--- src/pkg/fbz_pkg.sv ---
package fbz_pkg;
    // ----------------------------------------------------------------
    // register offsets (special function register space)
    // ----------------------------------------------------------------
    localparam logic [7:0] ADR_SYS = 8'hbf;
    localparam logic [7:0] ADR_AHI = 8'hf4;
    localparam logic [7:0] ADR_ALO = 8'hf5;
    localparam logic [7:0] ADR_DAT = 8'hf6;
    localparam logic [7:0] ADR_CTL = 8'hf7;
    localparam logic [7:0] ADR_DIRECT_LO = 8'h80; // direct-only range base
    // ----------------------------------------------------------------
    // reset values and field layout
    // ----------------------------------------------------------------
    localparam logic [7:0] RST_SYS = 8'h0a;
    localparam logic [7:0] RST_REG = 8'h00;
    localparam logic [7:0] SYS_WMASK = 8'h0f; // bits 3..0 plain read/write
    localparam int SYS_WDOG = 7;
    localparam int SYS_DFE = 3;
    localparam int SYS_SPEN = 2;
    localparam int SYS_XRAM = 1;
    localparam int SYS_LSI = 0;
    localparam int CTL_LAUNCH = 7;
    localparam int CTL_REGION = 5;
    // ----------------------------------------------------------------
    // unlock key and flash function codes
    // ----------------------------------------------------------------
    localparam logic [7:0] KEY_A = 8'h55;
    localparam logic [7:0] KEY_B = 8'haa;
    localparam logic [1:0] KEY_ARMED = 2'h3;
    localparam logic [1:0] FN_BYTE_PROG = 2'h0;
    localparam logic [1:0] FN_ERASE_PROT = 2'h1;
    localparam logic [1:0] FN_PAGE_ERASE = 2'h2;
    localparam logic [1:0] FN_FULL_ERASE = 2'h3;
    // ----------------------------------------------------------------
    // boot zone geometry
    // ----------------------------------------------------------------
    localparam logic [16:0] FLASH_END_P1 = 17'h10000; // top of program flash + 1
    localparam int PAGE_SHIFT = 9;                    // 512-byte pages
    localparam logic [3:0] PAGES_MAX = 4'h8;          // 4KB
    localparam logic [7:0] ERASED_BYTE = 8'hff;
    localparam logic [15:0] NORMAL_VECTOR = 16'h0000;
    localparam logic [1:0] REL_WAIT = 2'h2;           // synchroniser fill
    // ----------------------------------------------------------------
    // sequencer states
    // ----------------------------------------------------------------
    typedef enum logic {FBZ_IDLE, FBZ_BUSY} fbz_state_t;
endpackage

--- src/verilog/fbz_flash_boot_zone_control.sv ---
// How it works
// - registers answer direct-addressed accesses only
// - program and data flash both self-programmable
// - boot zone size is config times 512, at most 4KB
// - nonzero size and erased byte0 boots zone
// - low pins P2.6+P2.7 or P4.3 boot zone
// - size zero always boots normal address
// - boot zone ends at last flash address
// - lock keeps zone on full erase, blocks readback
// - parallel erase wipes all, ignoring lock
// - region bit is flash address bit 16
// - function code selects program/protect/page/full
// - launch writable only after 55 AA 55
// - latch address/data, stall until done
module fbz_flash_boot_zone_control
    import fbz_pkg::*;
(
    input wire logic clk,
    input wire logic rst_n,
    // special function register bus from the core
    input wire logic [7:0] sfr_addr,
    input wire logic [7:0] sfr_wdata,
    input wire logic sfr_wr,
    input wire logic sfr_rd,
    input wire logic sfr_direct,
    output logic [7:0] sfr_rdata,
    output logic sfr_hit,
    // configuration held in flash option bytes
    input wire logic [3:0] boot_zone_size_cfg,
    input wire logic lock_cfg,
    input wire logic [7:0] code_byte0,
    // pins and events
    input wire logic p2_6_pin,
    input wire logic p2_7_pin,
    input wire logic p4_3_pin,
    input wire logic pp_erase_pin,
    input wire logic wdt_reset_evt,
    // flash macro handshake
    input wire logic flash_done,
    output logic flash_req,
    output logic [16:0] flash_addr,
    output logic [7:0] flash_data,
    output logic [1:0] flash_function_code,
    output logic flash_keep_boot,
    output logic [15:0] boot_zone_base,
    output logic cpu_stall,
    // boot and system outputs
    output logic [15:0] boot_vector,
    output logic boot_vector_valid,
    output logic pp_read_allow,
    output logic pp_erase_all,
    output logic data_flash_on,
    output logic self_prog_enable,
    output logic extra_ram_enable,
    output logic latch_strobe_inhibit
);
    // ----------------------------------------------------------------
    // state
    // ----------------------------------------------------------------
    typedef struct packed {
        logic [7:0] sys;        // system control
        logic [7:0] ahi;        // flash address high
        logic [7:0] alo;        // flash address low
        logic [7:0] dat;        // flash write data
        logic region;           // flash region select
        logic [1:0] func;       // flash function code
        logic [1:0] key;        // unlock progress, 3 = armed
        fbz_state_t st;         // sequencer
        logic busy;             // launch bit / stall
        logic req;              // one-cycle request to macro
        logic [16:0] laddr;     // latched address
        logic [7:0] ldat;       // latched data
        logic [1:0] lfunc;      // latched function
        logic keep;             // latched boot zone keep
        logic [7:0] rdata;      // registered read data
        logic hit;              // registered decode hit
        logic [3:0] s1;         // synchroniser stage 1
        logic [3:0] s2;         // synchroniser stage 2
        logic [1:0] rel;        // cycles since reset release
        logic [15:0] base;      // boot zone base
        logic [15:0] vec;       // chosen reset vector
        logic vok;              // vector valid
        logic ppe;              // parallel erase request
        logic rdok;             // parallel readback allowed
    } fbz_state_s_t;

    fbz_state_s_t q, d;
    logic wr_ok; // qualified write
    logic rd_ok; // qualified read
    logic [3:0] pages; // clamped page count
    logic [16:0] base17; // computed base, 17 bits
    logic pin_force; // synchronised pin boot request

    // ----------------------------------------------------------------
    // next state
    // ----------------------------------------------------------------
    always_comb begin
        d = q;
        // indirect accesses never reach this block
        wr_ok = sfr_wr & sfr_direct;
        rd_ok = sfr_rd & sfr_direct;
        d.req = 1'b0;
        // two flops before any pin is looked at
        d.s1 = {pp_erase_pin, p4_3_pin, p2_7_pin, p2_6_pin};
        d.s2 = q.s1;
        pin_force = (~q.s2[0] & ~q.s2[1]) | ~q.s2[2];
        // configs above 4KB are clamped, no larger zone exists
        pages = (boot_zone_size_cfg > PAGES_MAX) ? PAGES_MAX : boot_zone_size_cfg;
        base17 = FLASH_END_P1 - {4'h0, pages, 9'h000};
        // zone runs from base up to the last address
        d.base = base17[15:0];
        // register writes
        if (wr_ok) begin
            unique case (sfr_addr)
                ADR_SYS: begin
                    // watchdog flag only clears by writing zero
                    d.sys = (sfr_wdata & SYS_WMASK)
                        | {q.sys[SYS_WDOG] & sfr_wdata[SYS_WDOG], 7'h00};
                end
                ADR_AHI: d.ahi = sfr_wdata;
                ADR_ALO: d.alo = sfr_wdata;
                ADR_DAT: begin
                    d.dat = sfr_wdata;
                    // unlock sequence tracker
                    if (sfr_wdata == KEY_A) begin
                        d.key = (q.key == 2'h2) ? KEY_ARMED : 2'h1;
                    end else if (sfr_wdata == KEY_B && q.key == 2'h1) begin
                        d.key = 2'h2;
                    end else begin
                        d.key = 2'h0;
                    end
                end
                ADR_CTL: begin
                    if (!q.busy) begin
                        d.region = sfr_wdata[CTL_REGION];
                        d.func = sfr_wdata[1:0];
                    end
                end
                default: begin
                end
            endcase
        end
        // hardware set wins over a software clear
        if (wdt_reset_evt) begin
            d.sys[SYS_WDOG] = 1'b1;
        end
        // sequencer
        unique case (q.st)
            FBZ_IDLE: begin
                // launch bit stays read-only unless armed and enabled
                if (wr_ok && sfr_addr == ADR_CTL && sfr_wdata[CTL_LAUNCH]
                        && q.key == KEY_ARMED && q.sys[SYS_SPEN]) begin
                    d.st = FBZ_BUSY;
                    d.busy = 1'b1;
                    d.req = 1'b1;
                    d.key = 2'h0;
                    // both regions reachable, region bit is bit 16
                    d.laddr = {sfr_wdata[CTL_REGION], q.ahi, q.alo};
                    d.ldat = q.dat;
                    d.lfunc = sfr_wdata[1:0];
                    // lock spares the boot zone on full erase
                    d.keep = lock_cfg && (pages != 4'h0)
                        && (sfr_wdata[1:0] == FN_FULL_ERASE);
                end
            end
            FBZ_BUSY: begin
                // core stays stalled until the macro finishes
                if (flash_done) begin
                    d.st = FBZ_IDLE;
                    d.busy = 1'b0;
                end
            end
        endcase
        // read data, registered one cycle after the strobe
        d.hit = (rd_ok | wr_ok) & (sfr_addr == ADR_SYS || sfr_addr == ADR_AHI
            || sfr_addr == ADR_ALO || sfr_addr == ADR_DAT || sfr_addr == ADR_CTL);
        if (rd_ok) begin
            unique case (sfr_addr)
                ADR_SYS: d.rdata = q.sys;
                ADR_AHI: d.rdata = q.ahi;
                ADR_ALO: d.rdata = q.alo;
                ADR_DAT: d.rdata = q.dat;
                ADR_CTL: d.rdata = {q.busy, 1'b0, q.region, 3'h0, q.func};
                default: d.rdata = RST_REG;
            endcase
        end
        // readback and erase from the parallel programmer
        d.rdok = ~lock_cfg;
        d.ppe = q.s2[3];
        // boot vector chosen once, after the synchroniser has filled
        if (!q.vok) begin
            if (q.rel == REL_WAIT) begin
                d.vok = 1'b1;
                if (pages == 4'h0) begin
                    d.vec = NORMAL_VECTOR;
                end else if (code_byte0 == ERASED_BYTE || pin_force) begin
                    d.vec = base17[15:0];
                end else begin
                    d.vec = NORMAL_VECTOR;
                end
            end else begin
                d.rel = q.rel + 2'h1;
            end
        end
    end

    // ----------------------------------------------------------------
    // registers
    // ----------------------------------------------------------------
    always_ff @(posedge clk or negedge rst_n) begin
        if (!rst_n) begin
            // boot pins idle high, so their sync bits reset to one, erase bit to zero
            q <= '{sys: RST_SYS, ahi: RST_REG, alo: RST_REG, dat: RST_REG,
                region: 1'b0, func: FN_BYTE_PROG, key: 2'h0, st: FBZ_IDLE,
                busy: 1'b0, req: 1'b0, laddr: 17'h00000, ldat: RST_REG,
                lfunc: FN_BYTE_PROG, keep: 1'b0, rdata: RST_REG, hit: 1'b0,
                s1: 4'h7, s2: 4'h7, rel: 2'h0, base: 16'h0000,
                vec: NORMAL_VECTOR, vok: 1'b0, ppe: 1'b0, rdok: 1'b0};
        end else begin
            q <= d;
        end
    end

    // ----------------------------------------------------------------
    // outputs, all straight from flops
    // ----------------------------------------------------------------
    assign sfr_rdata = q.rdata;
    assign sfr_hit = q.hit;
    assign flash_req = q.req;
    assign flash_addr = q.laddr;
    assign flash_data = q.ldat;
    assign flash_function_code = q.lfunc;
    assign flash_keep_boot = q.keep;
    assign boot_zone_base = q.base;
    assign cpu_stall = q.busy;
    assign boot_vector = q.vec;
    assign boot_vector_valid = q.vok;
    assign pp_read_allow = q.rdok;
    assign pp_erase_all = q.ppe;
    assign data_flash_on = q.sys[SYS_DFE];
    assign self_prog_enable = q.sys[SYS_SPEN];
    assign extra_ram_enable = q.sys[SYS_XRAM];
    assign latch_strobe_inhibit = q.sys[SYS_LSI];

    // ----------------------------------------------------------------
    // assertions
    // ----------------------------------------------------------------
    property p_indirect;
        @(posedge clk) disable iff (!rst_n)
        (sfr_wr && !sfr_direct && !sfr_rd) |=> (q.dat == $past(q.dat)) && !q.hit;
    endproperty
    a_indirect: assert property (p_indirect) else $error("indirect access reached registers");

    property p_key;
        @(posedge clk) disable iff (!rst_n)
        $rose(q.busy) |-> ($past(q.key) == KEY_ARMED) && q.key == 2'h0;
    endproperty
    a_key: assert property (p_key) else $error("launch without unlock");

    property p_req_once;
        @(posedge clk) disable iff (!rst_n)
        q.req |-> q.busy ##1 !q.req;
    endproperty
    a_req_once: assert property (p_req_once) else $error("request not single");

    property p_done;
        @(posedge clk) disable iff (!rst_n)
        (q.busy && flash_done) |=> !q.busy && q.st == FBZ_IDLE;
    endproperty
    a_done: assert property (p_done) else $error("stall not released");

    property p_latch;
        @(posedge clk) disable iff (!rst_n)
        q.req |-> q.laddr[15:0] == {$past(q.ahi), $past(q.alo)} && q.ldat == $past(q.dat);
    endproperty
    a_latch: assert property (p_latch) else $error("address or data not latched");

    property p_size0;
        @(posedge clk) disable iff (!rst_n)
        ($rose(q.vok) && $past(boot_zone_size_cfg) == 4'h0) |-> q.vec == NORMAL_VECTOR;
    endproperty
    a_size0: assert property (p_size0) else $error("size zero left normal vector");

    property p_base;
        @(posedge clk) disable iff (!rst_n)
        ($rose(q.vok) && q.vec != NORMAL_VECTOR) |-> q.vec == q.base;
    endproperty
    a_base: assert property (p_base) else $error("boot vector not zone base");

    property p_wdr;
        @(posedge clk) disable iff (!rst_n)
        wdt_reset_evt |=> q.sys[SYS_WDOG];
    endproperty
    a_wdr: assert property (p_wdr) else $error("watchdog flag lost");

    property p_valid_time;
        @(posedge clk) disable iff (!rst_n)
        $rose(q.vok) |-> $past(q.rel) == REL_WAIT;
    endproperty
    a_valid_time: assert property (p_valid_time) else $error("vector chosen early");
endmodule // fbz_flash_boot_zone_control

--- config.mk ---
export PLATFORM = sky130hd
export DESIGN_NAME = fbz_flash_boot_zone_control
export DESIGN_NICKNAME = d
export VERILOG_FILES = /design/src/pkg/fbz_pkg.sv /design/src/verilog/fbz_flash_boot_zone_control.sv
export SDC_FILE = /design/constraint.sdc
export NUM_CORES = 1
export LEC_CHECK = 0
export ABC_AREA = 0
export BUFFER_PORTS_ARGS = -buffer_cell sky130_fd_sc_hd__buf_2
export CAP_MARGIN = 20
export CORE_ASPECT_RATIO = 0.5
export CORE_UTILIZATION = 30
export CTS_CLUSTER_DIAMETER = 60
export CTS_CLUSTER_SIZE = 8
export DETAILED_ROUTE_END_ITERATION = 12
export PLACE_DENSITY_LB_ADDON = 0.15
export SETUP_SLACK_MARGIN = 0.2
export SLEW_MARGIN = 40
export SYNTH_ARGS = -nofsm -noshare
export SYNTH_HDL_FRONTEND = slang
export SYNTH_SLANG_ARGS = --single-unit
--- constraint.sdc ---
create_clock -name clk -period 2 [get_ports clk]
set_input_delay 0.2 -clock clk [delete_from_list [all_inputs] [get_ports clk]]
set_output_delay 0.2 -clock clk [all_outputs]
set_load 0.02 [all_outputs]
==> impl_metrics.tcl <==
set metrics [dict create \
    worstPathRequired_ns 2.23 \
    critPathLaunchType "register" \
    grt_pass1_vias 2608 \
    post-route-period-util 0.8685 \
    synth_top_family_by_area "multiplexers" \
    drive_gt1_frac 0.4591 \
    num_io_pins 118 \
    arrival_ns 1.97 \
    routed_wl_um 10280 \
    num_rows 31 \
    synth_cells 365 \
    cts_sinks 97 \
    critical_path.slowest_cell "or3_4" \
    synthTopCellsByArea "dfrtp_1 48%, buf_4 11%, mux2_4 8.5%" \
    syn2layout_area_growth_pct 16.32 \
    maxCapViolations 0 \
    synth_edf_count 0 \
    path_clk_slew_ns 0.07 \
    portBuffers 99 \
    gp_congestion 0.8076 \
    path_class "reg -> reg" \
    synth_most_common_cell "dfrtp_1" \
    p_per_area_nw_per_um2 748.6 \
    hold_violations 0 \
    syn_avg_cell_area_sq_um 12.60 \
    grt_overflow 0 \
    diodes 0 \
    cts_max_level 3 \
    slew_headroom 0.6516 \
    ys.flop_type "dfrtp_1" \
    wl_per_cell_um 16.11 \
    clk_path_buf_depth 2 \
    antenna_found_initial 0 \
    die_h_um 89.56 \
    hp-class "in -> reg" \
    synthAdderAreaFrac 0.005441 \
    status "complete, no violations" \
    p_total_mw 4.005 \
    design.core.area_sq_um 14700 \
    synth-simple-area-share 0.08841 \
    postRouteAntennaNets 0 \
    root_buffer "clkbuf_16" \
    postSynth.asyncResetShare 1.000 \
    min_period_ns 1.737 \
    synthMuxAreaShare 0.1855 \
    netlist.area_leader.share 0.4842 \
    crit_fanout 14 \
    ir_drop_mv 0.3818 \
    critPathTopFamily "simple AND/OR/NAND/NOR gates" \
    dp_hpwl_um 7571 \
    worst_pin_slew_ns 0.5227 \
    rsz0062_at_grt "no" \
    synth_xor_area_frac 0.003808 \
    via_count 2772 \
    yosysWarnings 0 \
    clock_latency_ns 0.34 \
    grt_pass1_wl_um 15590 \
    final.setup_skew_ns 0.01307 \
    via_per_inst 4.345 \
    fmax_mhz 575.7 \
    ys_top_cells_by_count "89 x dfrtp_1, 68 x buf_4, 28 x mux2_2" \
    fin_nets 477 \
    initial_core_util 0.3129 \
    grt_start_max_net_pins 50 \
    drv_slew 0 \
    synth-seq-cells 97 \
    stdcell_count 638 \
    path_buf_inv 1 \
    cp_cell_sequence "nand2_1, or3_4, or2_4, buf_12, mux2_1" \
    finalSetupViolations 0 \
    yosys.area.top_type "dfrtp_1" \
    track_usage 0.1342 \
    tns_ns 0 \
    first_pass_iters 4 \
    cts_tree "done" \
    syn_area_sq_um 4599 \
    numCtsBuffers 9 \
    drt-initial-drc-count 164 \
    die-width_um 177.1 \
    yosysUniqueCellTypes 45 \
    yosysSeqAreaShare 0.5299 \
    end_kind "register" \
    place_inst 615 \
    drc 0 \
    critical_path.max_stage_delay_ns 0.38 \
    synth-compound-area-share 0.05277 \
    dieArea_sq_um 15860 \
    cellLeakagePower_nw 2.749 \
]
layout by cell type, fill, tap and decap left out, drive strengths merged, types with 2 or more instances in the layout:
cell	synthesis	layout
ha	2	2
nand4	5	5
dlygate4sd3	0	5
clkinvlp	0	2
clkbuf	3	10
o21ai	16	16
clkinv	0	3
and2	3	3
nor4	3	3
mux2	58	58
and4	2	2
o221ai	3	3
or2	3	3
or3	2	2
a21oi	4	4
o22a	2	2
a22oi	5	5
nand2b	5	5
dfrtp	89	89
inv	7	8
mux2i	8	8
dfstp	8	8
xnor2	2	2
nor2	8	8
o2bb2ai	2	2
nand4b	3	3
conb	1	18
nor3	2	2
buf	76	116
nand2	26	26
nor2b	3	3
nand3	4	4
a2bb2oi	2	2
and4b	2	2
metal layers:
layer	part of all wire	vias up	GRT usage
met3	0.055	6	0.03104
met5	0	-	0
met4	0.0090	0	0.03527
li1	-	1330	-
met2	0.43	91	0.1889
met1	0.51	1345	0.2028
state kept, by name, summed over array words and instances (netlist names), 2 cells and up:
| register | flops |
|---|---|
| flash_function_code | 2 |
| boot_zone_base | 5 |
| boot_vector | 5 |
| flash_data | 8 |
| sfr_rdata | 8 |
| flash_addr | 17 |
| q | 36 |
| d | 5 |
through the flow:
stage | util | hold WS [ns] | instance area (sq um) | setup WS [ns]
after CTS | 0.3626 | 0.003864 | 5330 | 0.2464
after detailed placement | 0.3391 | 0.2073 | 4985 | 0.1173
after floorplan | - | -0.09559 | 4663 | 0.2521
final | 0.3639 | 0.01200 | 5350 | 0.2631
after global placement | 0.3391 | 0.2104 | 4985 | 0.1496
after global routing | 0.3639 | 0.02620 | 5350 | 0.1838
path summary, 6_finish.rpt:
| kind | from | endpoint | slack [ns] | depth (start not counted) |
|---|---|---|---|---|
| setup / recovery | q[85] | flash_data[3] | 0.26 | 5 |
| hold / removal | lock_cfg | pp_read_allow | 0.01 | 2 |
| setup reg to reg | q[85] | flash_data[3] | 0.26 | 5 |
| hold reg to reg | d[40] | d[1] | 0.35 | 0 |
| max in group asynchronous | rst_n | d[39] | 0.91 | 3 |
| min in group asynchronous | rst_n | d[1] | 0.37 | 2 |
where the power goes:
part / total [mW] / switching, mW / internal, mW
combinational: 0.306 / 0.202 / 0.104
sequential: 2.03 / 0.0223 / 2.01
clock: 1.67 / 0.775 / 0.893
repair_timing:
| item | in CTS | in global routing |
|---|---|---|
| hold endpoints to repair | 40 | 0 |
| setup buffers | 0 | 2 |
| setup endpoints to repair | 24 | 24 |
| resized for setup | 1 | 1 |
| hold buffers | 5 | 0 |
| pin swaps | 0 | 1 |
cell families (layout without fill, tap and decap cells):
| logic type | Yosys count | count (layout) |
|---|---|---|
| xor gates and xnor gates | 2 | 2 |
| AOI/OAI and AO/OA | 37 | 37 |
| adders and majority gates | 2 | 2 |
| other | 1 | 18 |
| buffers and inverters | 86 | 144 |
| and+or+nand+nor | 73 | 73 |
| muxes | 67 | 67 |
| DFF | 97 | 97 |
final cells by class:
class / instances / area (sq um)
clock buffers: 10 / 239.0
clock inverters: 6 / 53.80
fillers: 1471 / 9350
inverters: 7 / 26.28
multi-input cells: 199 / 1620
flip-flops and latches: 97 / 2437
well taps: 198 / 247.7
repair buffers: 121 / 725.7
Note: power is estimated with default switching activity, not from simulation.
